**config.mk**
```make
export PLATFORM = sky130hd
export DESIGN_NAME = cief_core_irq
export DESIGN_NICKNAME = d
export VERILOG_FILES = /design/src/hw/cief_pkg.sv /design/src/hw/cief_pin_if.sv /design/src/hw/cief_pin_events.sv /design/src/hw/cief_core_irq.sv
export VERILOG_INCLUDE_DIRS = /design/src /design/src/hw
export SDC_FILE = /design/constraint.sdc
export NUM_CORES = 1
export LEC_CHECK = 0
export BUFFER_PORTS_ARGS = -buffer_cell sky130_fd_sc_hd__buf_4
export CAP_MARGIN = 20
export CORE_ASPECT_RATIO = 0.8
export CORE_UTILIZATION = 25
export CTS_BUF_LIST = sky130_fd_sc_hd__clkbuf_16
export DETAILED_ROUTE_END_ITERATION = 16
export PLACE_DENSITY = 0.52
export SETUP_SLACK_MARGIN = 0.1
export SYNTH_ARGS = -nofsm -noshare
export SYNTH_HDL_FRONTEND = slang
export SYNTH_SLANG_ARGS = --single-unit
export TNS_END_PERCENT = 50
```
**constraint.sdc**
```tcl
create_clock -name clk -period 5.05 [get_ports clk]
set_input_delay 0.505 -clock clk [delete_from_list [all_inputs] [get_ports clk]]
set_output_delay 0.505 -clock clk [all_outputs]
set_load 0.005 [all_outputs]
```
**src/hw/cief_defs.svh**
```systemverilog
// Offsets, field positions, reset values, constants and status bits of the interrupt enable and flag block
`ifndef CIEF_DEFS_SVH
`define CIEF_DEFS_SVH

// ****************************************************************
// Register byte offsets
// ****************************************************************
`define CIEF_OFF_INTCTL     12'h000
`define CIEF_OFF_PERIPH_EN  12'h004
`define CIEF_OFF_PFLAG      12'h008
`define CIEF_OFF_EDGESEL    12'h00c
`define CIEF_OFF_PCPINS     12'h010
`define CIEF_OFF_ISTAT      12'h014
`define CIEF_OFF_IENA       12'h018
`define CIEF_OFF_ICLR       12'h01c
`define CIEF_OFF_VECTOR     12'h020

// ****************************************************************
// Control register bit positions
// ****************************************************************
`define CIEF_BIT_GLOBAL_EN  7
`define CIEF_BIT_GROUP_EN   6
`define CIEF_BIT_TOVE       5
`define CIEF_BIT_EXTE       4
`define CIEF_BIT_PCHE       3
`define CIEF_BIT_TOVF       2
`define CIEF_BIT_EXTF       1
`define CIEF_BIT_PCHF       0

// ****************************************************************
// Reset values and constants
// ****************************************************************
`define CIEF_RST_INTCTL     8'h00
`define CIEF_RST_PERIPH_EN  8'h00
`define CIEF_IRQ_VECTOR     13'h0004
`define CIEF_APB_ZERO       32'h0000_0000

// Status bits of the summary interrupt register
`define CIEF_ST_TAKEN       0
`define CIEF_ST_EXT         1
`define CIEF_ST_PCH         2
`define CIEF_ST_TOV         3
`define CIEF_ST_W           4

`endif

```
**src/hw/cief_pkg.sv**
```systemverilog
// Types shared by the interrupt enable and flag block
package cief_pkg;

    // Rise and fall pair of the external pin, used inside the pin-event unit
    typedef struct packed {
        logic       ext_rise;
        logic       ext_fall;
    } cief_edge_t;

endpackage : cief_pkg

```
**src/hw/cief_pin_if.sv**
```systemverilog
// Interface carrying pin samples and detected events between the top and the pin-event unit
interface cief_pin_if #(parameter int PORT_W = 8);
    logic              ext_pin;
    logic              ext_edge_sel;
    logic [PORT_W-1:0] port_pins;
    logic [PORT_W-1:0] pin_enables;
    logic              ext_event;
    logic              port_event;

    modport top  (output ext_pin, output ext_edge_sel, output port_pins,
                  output pin_enables, input ext_event, input port_event);
    modport unit (input ext_pin, input ext_edge_sel, input port_pins,
                  input pin_enables, output ext_event, output port_event);
endinterface : cief_pin_if

```
**src/hw/cief_pin_events.sv**
```systemverilog
// Edge and change detection for the external pin and the monitored port pins
module cief_pin_events
    import cief_pkg::*;
#(
    parameter int PORT_W = 8
)(
    input  wire logic  clk,
    input  wire logic  reset,
    cief_pin_if.unit   pins
);

    logic              ext_ff;
    logic              nxt_ext;
    logic [PORT_W-1:0] port_ff;
    logic [PORT_W-1:0] nxt_port;
    logic              primed_ff;
    logic              nxt_primed;
    cief_edge_t        edge_s;

    // Previous-sample comparison; first cycle after reset is only a priming sample
    always_comb
    begin
        nxt_ext           = pins.ext_pin;
        nxt_port          = pins.port_pins;
        nxt_primed        = 1'b1;
        edge_s.ext_rise   = primed_ff && pins.ext_pin && !ext_ff;
        edge_s.ext_fall   = primed_ff && !pins.ext_pin && ext_ff;
        // Selected edge only
        pins.ext_event    = pins.ext_edge_sel ? edge_s.ext_rise : edge_s.ext_fall;
        // Changes on unmonitored pins are masked out
        pins.port_event   = primed_ff && |((pins.port_pins ^ port_ff) & pins.pin_enables);
    end

    always_ff @(posedge clk)
    begin
        if (reset)
        begin
            ext_ff    <= 1'b0;
            port_ff   <= '0;
            primed_ff <= 1'b0;
        end
        else
        begin
            ext_ff    <= nxt_ext;
            port_ff   <= nxt_port;
            primed_ff <= nxt_primed;
        end
    end

endmodule : cief_pin_events

```
**src/hw/cief_core_irq.sv**
```systemverilog
// Interrupt enable and flag logic with APB register access and core request generation
//
// Local design decisions: the address map and the APB interface to the registers.
`include "cief_defs.svh"
module cief_core_irq
    import cief_pkg::*;
#(
    parameter int PORT_W = 8
)(
    input  wire logic              clk,
    input  wire logic              reset,
    input  wire logic              psel,
    input  wire logic              penable,
    input  wire logic              pwrite,
    input  wire logic [11:0]       paddr,
    input  wire logic [31:0]       pwdata,
    output logic                   pready,
    output logic [31:0]            prdata,
    output logic                   pslverr,
    input  wire logic              timer_rollover,
    input  wire logic              ext_pin,
    input  wire logic [PORT_W-1:0] port_pins,
    input  wire logic [7:0]        periph_flags,
    input  wire logic              irq_ack,
    output logic                   core_irq_req,
    output logic                   irq_taken,
    output logic [12:0]            irq_vector,
    output logic                   irq
);

    // ****************************************************************
    // Storage
    // ****************************************************************
    logic [7:0]            intctl_ff;
    logic [7:0]            nxt_intctl;
    logic [7:0]            periph_en_ff;
    logic [7:0]            nxt_periph_en;
    logic                  edgesel_ff;
    logic                  nxt_edgesel;
    logic [PORT_W-1:0]     pcpins_ff;
    logic [PORT_W-1:0]     nxt_pcpins;
    logic [`CIEF_ST_W-1:0] istat_ff;
    logic [`CIEF_ST_W-1:0] nxt_istat;
    logic [`CIEF_ST_W-1:0] iena_ff;
    logic [`CIEF_ST_W-1:0] nxt_iena;
    logic [31:0]           prdata_ff;
    logic [31:0]           nxt_prdata;
    logic                  pslverr_ff;
    logic                  nxt_pslverr;
    logic                  wr_en;
    logic                  rd_en;
    logic                  hit;
    logic                  group_req;
    logic                  core_src;
    logic [`CIEF_ST_W-1:0] st_evt;

    cief_pin_if #(.PORT_W(PORT_W)) pin_bus ();

    // ****************************************************************
    // Pin event detection
    // ****************************************************************
    assign pin_bus.ext_pin      = ext_pin;
    assign pin_bus.ext_edge_sel = edgesel_ff;
    assign pin_bus.port_pins    = port_pins;
    assign pin_bus.pin_enables  = pcpins_ff;

    cief_pin_events #(.PORT_W(PORT_W)) u_pins (
        .clk   (clk),
        .reset (reset),
        .pins  (pin_bus)
    );

    // Access completes in the first access-phase cycle
    function automatic logic is_mapped(input logic [11:0] a);
        is_mapped = (a == `CIEF_OFF_INTCTL)  || (a == `CIEF_OFF_PERIPH_EN) ||
                    (a == `CIEF_OFF_PFLAG)   || (a == `CIEF_OFF_EDGESEL) ||
                    (a == `CIEF_OFF_PCPINS)  || (a == `CIEF_OFF_ISTAT) ||
                    (a == `CIEF_OFF_IENA)    || (a == `CIEF_OFF_ICLR)  ||
                    (a == `CIEF_OFF_VECTOR);
    endfunction : is_mapped

    assign pready  = 1'b1;
    assign hit     = is_mapped(paddr);
    assign wr_en   = psel && penable && pwrite && hit;
    assign rd_en   = psel && penable && !pwrite;

    // ****************************************************************
    // Request to the core
    // ****************************************************************
    // Peripheral sources only pass under the group enable
    assign group_req = intctl_ff[`CIEF_BIT_GROUP_EN] && |(periph_en_ff & periph_flags);
    assign core_src  = (intctl_ff[`CIEF_BIT_TOVE] && intctl_ff[`CIEF_BIT_TOVF])
                    || (intctl_ff[`CIEF_BIT_EXTE] && intctl_ff[`CIEF_BIT_EXTF])
                    || (intctl_ff[`CIEF_BIT_PCHE] && intctl_ff[`CIEF_BIT_PCHF]);
    // Global enable gates all sources
    assign core_irq_req = intctl_ff[`CIEF_BIT_GLOBAL_EN] && (core_src || group_req);
    // Core acknowledge only counts while a request stands
    assign irq_taken    = core_irq_req && irq_ack;
    assign irq_vector   = `CIEF_IRQ_VECTOR;
    assign prdata       = prdata_ff;
    assign pslverr      = pslverr_ff;
    assign irq          = |(istat_ff & iena_ff);

    // ****************************************************************
    // Register next state
    // ****************************************************************
    // Hardware sets win over same-cycle software clears so no event is lost
    always_comb
    begin
        nxt_intctl  = intctl_ff;
        nxt_periph_en = periph_en_ff;
        nxt_edgesel = edgesel_ff;
        nxt_pcpins  = pcpins_ff;
        nxt_iena    = iena_ff;
        nxt_istat   = istat_ff;
        nxt_prdata  = prdata_ff;
        nxt_pslverr = 1'b0;
        if (wr_en)
        begin
            unique case (paddr)
                `CIEF_OFF_INTCTL:  nxt_intctl  = pwdata[7:0];
                `CIEF_OFF_PERIPH_EN: nxt_periph_en = pwdata[7:0];
                `CIEF_OFF_EDGESEL: nxt_edgesel = pwdata[0];
                `CIEF_OFF_PCPINS:  nxt_pcpins  = pwdata[PORT_W-1:0];
                `CIEF_OFF_IENA:    nxt_iena    = pwdata[`CIEF_ST_W-1:0];
                `CIEF_OFF_ICLR:    nxt_istat   = istat_ff & ~pwdata[`CIEF_ST_W-1:0];
                default:           nxt_intctl  = intctl_ff;
            endcase
        end
        // Taking the interrupt drops the global enable
        if (irq_taken)
            nxt_intctl[`CIEF_BIT_GLOBAL_EN] = 1'b0;
        // Flags set regardless of the interrupt enables (port change only on pins set in PCPINS), and stay until written to zero
        if (timer_rollover)
            nxt_intctl[`CIEF_BIT_TOVF] = 1'b1;
        if (pin_bus.ext_event)
            nxt_intctl[`CIEF_BIT_EXTF] = 1'b1;
        if (pin_bus.port_event)
            nxt_intctl[`CIEF_BIT_PCHF] = 1'b1;
        st_evt = '0;
        st_evt[`CIEF_ST_TAKEN] = irq_taken;
        st_evt[`CIEF_ST_EXT]   = pin_bus.ext_event;
        st_evt[`CIEF_ST_PCH]   = pin_bus.port_event;
        st_evt[`CIEF_ST_TOV]   = timer_rollover;
        nxt_istat = nxt_istat | st_evt;
        if (psel && penable)
            nxt_pslverr = !hit;
        if (rd_en)
        begin
            nxt_prdata = `CIEF_APB_ZERO;
            unique case (paddr)
                `CIEF_OFF_INTCTL:  nxt_prdata[7:0] = intctl_ff;
                `CIEF_OFF_PERIPH_EN: nxt_prdata[7:0] = periph_en_ff;
                `CIEF_OFF_PFLAG:   nxt_prdata[7:0] = periph_flags;
                `CIEF_OFF_EDGESEL: nxt_prdata[0]   = edgesel_ff;
                `CIEF_OFF_PCPINS:  nxt_prdata[PORT_W-1:0] = pcpins_ff;
                `CIEF_OFF_ISTAT:   nxt_prdata[`CIEF_ST_W-1:0] = istat_ff;
                `CIEF_OFF_IENA:    nxt_prdata[`CIEF_ST_W-1:0] = iena_ff;
                `CIEF_OFF_VECTOR:  nxt_prdata[12:0] = irq_vector;
                default:           nxt_prdata = `CIEF_APB_ZERO;
            endcase
        end
    end

    // ****************************************************************
    // Registers
    // ****************************************************************
    // Port change flag is left as-is at reset: its power-on value is undefined
    always_ff @(posedge clk)
    begin
        if (reset)
        begin
            intctl_ff[7:1] <= 7'(`CIEF_RST_INTCTL >> 1);
            intctl_ff[0]   <= nxt_intctl[0];
            periph_en_ff   <= `CIEF_RST_PERIPH_EN;
            edgesel_ff     <= 1'b0;
            pcpins_ff      <= '0;
            iena_ff        <= '0;
            istat_ff       <= '0;
            prdata_ff      <= `CIEF_APB_ZERO;
            pslverr_ff     <= 1'b0;
        end
        else
        begin
            intctl_ff      <= nxt_intctl;
            periph_en_ff   <= nxt_periph_en;
            edgesel_ff     <= nxt_edgesel;
            pcpins_ff      <= nxt_pcpins;
            iena_ff        <= nxt_iena;
            istat_ff       <= nxt_istat;
            prdata_ff      <= nxt_prdata;
            pslverr_ff     <= nxt_pslverr;
        end
    end

endmodule : cief_core_irq

```
---- Word level (Yosys, flattened, before mapping) ----
Index checks and enable logic that the tools add are counted.
word-level totals
  bits in registers ....................... 52
  bits of input ports ..................... 68
  output and inout bits ................... 50
operators by class
  eq/ne operators ......................... 8
  multiplexer cells ....................... 12
  bitwise operators ....................... 8
  reduce and logical (&&, ||, !) cells .... 47
operators by type and width
  operator                                               number
  equality test 12 x 5 -> 1 bit (second input constant)  4
  equality test 12 x 4 -> 1 bit (second input constant)  2
  case mux 3 bit (7 select lines)                        1
  bitwise AND 8 bit                                      2
  two-way mux 8 bit                                      2
  case mux 4 bit (4 select lines)                        1
  OR reduction 8 bit                                     2
  logical AND 1 bit                                      15
  AND reduction 2 bit                                    7
  equality test 12 x 3 -> 1 bit (second input constant)  1
  equality test 12 x 6 -> 1 bit (second input constant)  1
  zero test 12 bit                                       1
  logical OR 1 bit                                       11
  bitwise AND 4 bit                                      2
  two-way mux 4 bit                                      2
  nonzero test 2 bit                                     4
  XOR 8 bit                                              1
  case mux 1 bit (7 select lines)                        1
  two-way mux 1 bit                                      5
  zero test 1 bit                                        4
  inverter 4 bit                                         1
  bitwise OR 4 bit                                       1
  OR reduction 2 bit                                     2
  OR reduction 4 bit                                     1
  inverter 1 bit                                         1

---- Logic depth before layout (Yosys ltp) ----
Gate-level depths: netlist (run 1).
  word-level depth ........................ 12
  mapped depth ............................ 7
  depth with buffers taken out ............ 6

---- Hierarchy ----
A second synthesis (run 1) with hierarchy kept.
second synthesis, totals
  cells, all modules ...................... 335
  area, all modules ....................... 2854.0 um^2
modules (own cells, without submodules)
  module           times used  cells each  area each (um^2)  seq. area each (um^2)
  cief_core_irq    1           297         2461.1            840.8
  cief_pin_events  1           38          392.9             200.2

---- Least setup slack after synthesis (run 1) ----
No wires, ideal clock.
  path type ............................... input -> register
  start point ............................. input paddr[2]
  end point ............................... register periph_en_ff[7]
  setup time .............................. 0.128 ns
  arrival time ............................ 1.839 ns
  required time ........................... 4.922 ns
  path slack .............................. 3.083 ns
  stages on the path ...................... 6
  path buffers ............................ 1
  cells stage by stage .................... buf_2 -> o31ai_4 -> nand3_2 -> nor4_4 -> mux2i_1 -> nor2_1
between the ends
  longest elaborated chain between the ends .. 11
  elaborated cells on any way between the ends .. 19
  those cells by class .................... 8 x eq/ne; 11 x reduce/logical
RTL lines
  what                                                                      RTL line              RTL
  start: declaration                                                        cief_core_irq.sv:15   input wire logic [11:0] paddr,
  equality test 12 x 3 -> 1 bit / zero test 12 bit (equally long branches)  -
  logical OR 1 bit (8 in a row)                                             cief_core_irq.sv:75   is_mapped = (a == `CIEF_OFF_INTCTL) || (a == `CIEF_OFF_PERIPH_EN) ||
  logical AND 1 bit                                                         cief_core_irq.sv:84   assign wr_en = psel && penable && pwrite && hit;
  AND reduction 2 bit (no line) *                                           -
  end signal: assignment                                                    cief_core_irq.sv:175  periph_en_ff <= `CIEF_RST_PERIPH_EN;
  end signal: assignment                                                    cief_core_irq.sv:186  periph_en_ff <= nxt_periph_en;
  end: declaration                                                          cief_core_irq.sv:36   logic [7:0] periph_en_ff;
Mark *: on every way between the ends. The rest lies on a longest branch, timed or not.
A chain may end at the register's enable or synchronous reset.

---- Worst setup path in the final report (run 1) ----
  start point ............................. input paddr[2]
  end point ............................... register periph_en_ff[2]
The elaborated chain is that of the path after synthesis.

==> metrics.md, run 1 <==
| Metric | Value |
|---|---|
| Leakage | `0.001340 uW` |
| Clock root cell | `clkbuf_16` |
| Die area | `between 10,000 and 15,000 sq um` |
| Yosys top cell by area | `dfxtp_1` |
| Clk_lat worst skew | `300 ps` |
| Post-synth top flop | `dfxtp_1` |
| DRT Wirelength | `around 8.3 mm` |
| Post-DP HPWL | `6.355 mm` |
| Max Slew Vio Count | `0` |
| Clk sink count | `52` |
| Max Clock Freq | `0.3896 GHz` |
| Rows | `34` |
| Initial core utilization | `between 20% and 30%` |
| Overflow after GRT | `0` |
| Yosys warns | `0` |
| Slowest cell on crit path | `nor2b_1` |
| Number of synthesized flops with an enable pin | `0` |
| Post-CTS Resized | `0` |
| Initial antenna violation count | `0` |
| Yosys cell types | `47` |
| Mapped Area | `2866 sq um` |
| Worst-case clock buffer depth | `2` |
| CP Capture Type | `register` |
| # Post-CTS Setup Buffers | `0` |
| Setup TNS Final | `0 ps` |
| First-pass GRT wire length | `12.79 mm` |
| CTS Hold Bufs | `0` |
| Mean Syn Cell Area | `8.660 sq um` |
| PwrDens | `265.0 nW/um^2` |
| Seq/Total Area, Yosys | `36.32%` |
| VDD IR max | `around 0.13 mV` |
| Final period util | `50.83%` |
| Synth top area share | `36.32%` |
| Arrival @ worst endpoint | `2740 ps` |
| Fin. Hold Viols | `0` |
| Worst Setup Start Kind | `input pin` |
| WP data required | `5220 ps` |
| Initial DRT Pass Iterations | `4` |
| GRT Overall Usage | `14.26%` |
| IO Port Bufs | `55` |
| Num CTS Buffers | `5` |
| Die height | `97.78 um` |
| Status | `finished, final reports clean` |
| Largest net degree at the start of global routing | `47` |
| Share of cells above drive strength 1 | `19.26%` |
| CP Class | `input pin to register` |
| Max Cap Viol | `0` |
| Post-route DRC | `0` |
| Inst Count DP | `515` |
| Slew HR | `38.06%` |
| Clock H-tree levels | `2` |
| Final Instance Count excl. Fillers | `523` |
| Layout Utilization | `30.96%` |
| Post-synth ARST share | `0%` |
| RSZ-0062 raised after global routing | `false` |
| Worst stage delay on the critical path | `760 ps` |
| Net count of the finished layout | `~450` |
| Core area | `between 10,000 and 15,000 sq um` |
| Critical path's top delay family | `simple AND/OR/NAND/NOR gates` |
| WP buf/inv | `1` |
| Placer congestion estimate | `0.8247` |
| # IOs | `between 100 and 150` |
| Number of synthesized register bits | `52` |
| Slew @ Worst Pin | `roughly 930 ps` |
| Final setup vio count | `0` |
| CTS clock-pin slew for the worst setup and hold paths | `70 ps` |
| Mapped Cells | `331` |
| HP Class | `input pin to register` |
| CP Cell Sequence | `buf_4 -> nor2b_1 -> nand4_1 -> nor4_4 -> mux2i_1 -> nor2_1` |
| N_diodes | `0` |
| Vias in the first global route | `~2,300` |
| Minimum clock period | `2567 ps` |
| Area contributors post-synth | `dfxtp_1, mux2i_1, buf_4, nor2_1, a22oi_1` |
| Synth-to-Final Area Change | `18.99%` |
| Die X | `roughly 120 um` |
| Routed len/inst | `15.78 um` |
| Post-route antenna net violation count | `0` |
| Clk_skew | `10.63 ps` |
| Crit Path Max Fanout | `12` |
| Via count | `2,463` |
| Post-DR vias/cell | `4.709` |
| Initial drt markers | `175` |
| CTS tree | `built` |
[cells in the mapped netlist (5+ instances only)]
master	number
a21oi_1	16
a22oi_1	13
buf_4	39
clkbuf_1	8
dfxtp_1	52
inv_1	6
mux2i_1	31
nand2_1	26
nand3_1	14
nand4_1	5
nor2_1	36
nor2b_1	11
o21ai_0	13
xor2_1	8
[per-layer routing]
metal  part of all wire (%)  global-route usage [%]  vias to the layer above
met1                     51                   22.25                     1183
met3                    7.5                   3.505                        5
li1                       -                       -                     1188
met2                     41                   19.19                       87
met4                   0.68                   3.134                        0
met5                      0                       0                        -
[final timing paths]
kind / startpoint / slack, ps / cells after the start / end
setup / recovery: paddr[2] / 2480 / 6 / periph_en_ff[2]
hold / removal: port_pins[5] / 440 / 2 / u_pins.port_ff[5]
setup reg to reg: edgesel_ff / 3490 / 5 / prdata[0]
hold reg to reg: prdata[6] / 460 / 2 / prdata[6]
[sequential cells by signal, summed over array words and instances, names as in the netlist]
signal and cells:
intctl_ff 8, u_pins.primed_ff 1, istat_ff 4, iena_ff 4, pcpins_ff 8, periph_en_ff 8, u_pins.ext_ff 1, u_pins.port_ff 8
pslverr 1, edgesel_ff 1, prdata 8
[worst reg2reg max path, cell delays in order (launching register included)]
cell       delay (ps)
dfxtp_1           340
mux2_2            270
a22oi_1           230
nor2_1             80
a2111oi_0         390
a211oi_1          130
[report_power, final]
group / internal, uW / switching (uW)
registers: 417 / 3.67
logic: 38.7 / 58.0
clock network: 232 / 155
[layout by cell type (no fill, tap or decap), drive strengths merged, types with 2 or more instances in the layout]
cell	netlist	layout
a21oi	16	16
nand3	15	15
clkbuf	8	5
nand2	26	26
inv	6	7
and4	2	2
conb	2	38
o22ai	2	2
nor4	3	3
nor2	38	38
and2	2	2
xor2	8	8
o21ai	14	14
nand4	5	5
dfxtp	52	52
or4	3	3
buf	43	55
a2bb2oi	4	4
nor3	6	6
nand4b	2	2
a31oi	4	4
mux2i	31	31
a22oi	13	13
nand3b	2	2
nor2b	11	11
[stage by stage]
| step | hold WS (ps) | power (uW) | setup WS (ps) | instance area (sq um) |
|---|---|---|---|---|
| floorplan | 441.8 | 495.5 | 3083 | 3002 |
| global placement | 445.8 | 524.2 | 2226 | 3247 |
| detailed placement | 452.3 | 525.3 | 2199 | 3247 |
| CTS | 434.8 | 910.0 | 2506 | 3411 |
| global route | 441.7 | 940.2 | 2290 | 3411 |
| finish | 441.4 | 903.7 | 2483 | 3411 |
[area by class of cell]
cell class / count / area, sq um
multi-input combinational: 258 / 1590
sequential: 52 / 1041
clock inverter: 3 / 38.79
timing repair buffer: 55 / 412.9
inverter: 6 / 22.52
fill: 1187 / 7607
tap: 144 / 180.2
clock buffer: 5 / 125.1
[logic make-up after synthesis]
| kind of cell | Yosys count | synth area share (%) |
|---|---|---|
| simple gates | 117 | 22.09 |
| compound gates | 63 | 14.75 |
| buf+inv | 57 | 12.92 |
| flops | 52 | 36.32 |
| mux | 32 | 11.22 |
| xor+xnor | 8 | 2.444 |
| other cells | 2 | 0.2620 |
(Power assumes the default switching activity.)
==> run 2: changes to the inputs <==
==> constraint.sdc (replaced) <==
create_clock -name clk -period 2.49 [get_ports clk]
set_input_delay 0.249 -clock clk [delete_from_list [all_inputs] [get_ports clk]]
set_output_delay 0.249 -clock clk [all_outputs]
set_load 0.005 [all_outputs]
==> run 2 against run 1 <==
Net effect: largest cell class unchanged; sequential share of layout area is 0.067 points lower; combinational power is 110% higher; wire length is 1.2% lower; critical path type is now register to output port; die area stayed put; final cell count is 0.76% higher; hold slack worse by 260 ps; highest routed layer unchanged; clock power is 70% higher.
==> metrics.md, run 2 (synthesis gave the netlist of run 1 again) <==
| Metric | Value |
|---|---|
| Synth-to-Final Area Change | `19.25% (was 18.99%)` |
| Post-DP HPWL | `6.331 mm (was 6.355 mm)` |
| Minimum clock period | `1868 ps` |
| Leakage | `0.001352 uW (was 0.001340 uW)` |
| HP Class | `input pin to register (unchanged)` |
| IO Port Bufs | `55 (unchanged)` |
| Status | `finished, final reports clean (unchanged)` |
| Crit Reg-Reg Startpoint | `edgesel_ff (unchanged)` |
| Net count of the finished layout | `451 (was 446)` |
| Clk_lat worst skew | `300 ps (about the same)` |
| Max Slew Vio Count | `0 (unchanged)` |
| First-pass GRT wire length | `12.79 mm (unchanged)` |
| Post-DR vias/cell | `4.683 (was 4.709)` |
| Worst-case clock buffer depth | `2 (unchanged)` |
| N_diodes | `0 (unchanged)` |
| Overflow after GRT | `0 (unchanged)` |
| CTS clock-pin slew for the worst setup and hold paths | `70 ps (about the same)` |
| Slew HR | `60.79% (was 38.06%)` |
| Arrival @ worst endpoint | `1620 ps (was 2740 ps)` |
| PwrDens | `500.2 nW/um^2 (was 265.0 nW/um^2)` |
| FF/Latch Area | `1041 sq um (unchanged)` |
| DRT Wirelength | `8.155 mm (was 8.254 mm)` |
| Num CTS Buffers | `5 (unchanged)` |
| Die height | `97.78 um (unchanged)` |
| Initial antenna violation count | `0 (unchanged)` |
| Multi-input logic area | `1590 sq um (unchanged)` |
| Design Power | `1710 uW (was 903.7 uW)` |
| Final period util | `approximately three quarters` |
| Filler instances | `1,190 (was 1,187)` |
| CTS tree | `built (unchanged)` |
| Crit Path Max Fanout | `3 (was 12)` |
| Share of cells above drive strength 1 | `20.10% (was 19.26%)` |
| Max Clock Freq | `0.5354 GHz` |
| Die area | `11,900 sq um (unchanged)` |
| Clock root cell | `clkbuf_16 (unchanged)` |
| Final setup vio count | `0 (unchanged)` |
| Post-route DRC | `0 (unchanged)` |
| Die X | `121.7 um (unchanged)` |
| Clock H-tree levels | `2 (unchanged)` |
| Slew @ Worst Pin | `586.3 ps (was 927.2 ps)` |
| CTS Hold Bufs | `0 (unchanged)` |
| Worst Min Path Start | `port_pins[5] (unchanged)` |
| Vias in the first global route | `2,317 (was 2,284)` |
| # IOs | `118 (unchanged)` |
| VDD IR max | `0.2555 mV (was 0.1285 mV)` |
| Clk sink count | `52 (unchanged)` |
| Post-route antenna net violation count | `0 (unchanged)` |
| Core area | `11,020 sq um (unchanged)` |
| Worst Hold Slack | `180.7 ps (was 441.4 ps)` |
| Most common cell after layout, fill and taps aside | `buf_4 (unchanged)` |
| Placer congestion estimate | `0.8547 (was 0.8247)` |
| Hold-critical path endpoint | `u_pins.port_ff[5] (unchanged)` |
| Max Cap Viol | `0 (unchanged)` |
| GRT Overall Usage | `14.22% (was 14.26%)` |
| Routed len/inst | `15.47 um (was 15.78 um)` |
| Initial drt markers | `185 (was 175)` |
| Setup TNS Final | `0 ps (unchanged)` |
| Initial DRT Pass Iterations | `5 (was 4)` |
| Layout Utilization | `31.02% (was 30.96%)` |
| Rows | `34 (unchanged)` |
| # Post-CTS Setup Buffers | `0 (unchanged)` |
| Reg2reg setup slack | `930 ps (was 3490 ps)` |
| Worst Setup Start Kind | `register (was input pin)` |
| Clk_skew | `7.289 ps (was 10.63 ps)` |
| R2r worst-path depth | `5 (unchanged)` |
| Fin. Hold Viols | `0 (unchanged)` |
| Worst hold stages | `2 (unchanged)` |
| Initial core utilization | `26.02% (unchanged)` |
| Post-CTS Resized | `0 (unchanged)` |
| Via count | `2,468 (was 2,463)` |
| Most frequent cells in the layout | `buf_4, dfxtp_1, conb_1 (unchanged)` |
| CP Capture Type | `output port (was register)` |
| CP Class | `register to output port (was input pin to register)` |
| WP data required | `2240 ps (was 5220 ps)` |
| Reg-to-reg endpoint | `prdata[0] (unchanged)` |
| Largest net degree at the start of global routing | `47 (unchanged)` |
| RSZ-0062 raised after global routing | `false (unchanged)` |
run 2: final cells by class:
type / count / area share, %
Multi-Input combinational cell: 258 / 46.52
Sequential cell: 52 / 30.45
Timing Repair Buffer: 60 / 13.18
Tap cell: 144 / 5.271
Clock buffer: 5 / 3.660
Inverter: 6 / 0.6589
Clock inverter: 2 / 0.2562
run 2: worst max-delay path by stage:
stage | cells past startpoint | start | endpoint | slack [ps]
floorplan | 6 | paddr[2] | periph_en_ff[7] | 780
detailed placement | 5 | paddr[3] | pcpins_ff[0] | 330
global route | 5 | intctl_ff[4] | irq_taken | 530
CTS | 5 | paddr[3] | pcpins_ff[0] | 630
global placement | 5 | paddr[3] | pcpins_ff[2] | 350
finish | 5 | intctl_ff[4] | irq_taken | 620
run 2: critical path, cell delays in order (launching register included):
cell,delay (ps)
dfxtp_1,330
a222oi_1,380
a21bo_2,280
nand3_1,140
inv_1,70
buf_4,130
run 2: through the flow:
stage,worst slack (ps),std cells,cell area [sq um]
after floorplan,779.0,367,3002
after detailed placement,327.2,520,3284
after global placement,353.9,520,3284
after global routing,530.7,527,3418
final,622.1,527,3418
after CTS,632.7,527,3418
run 2: metal layers:
layer	global-route usage (%)	up-vias	share of wire [%]
met2	18.97	116	40
met4	3.894	0	1.2
met5	0	-	0
met3	4.147	12	8.5
li1	-	1200	-
met1	21.61	1140	50
run 2: power breakdown:
group | leakage (uW) | switching, uW | internal, uW
logic | 0.000859 | 118 | 80.6
clock network | 0.0000709 | 297 | 362
registers | 0.000423 | 7.40 | 845
total | 0.00135 | 422 | 1290
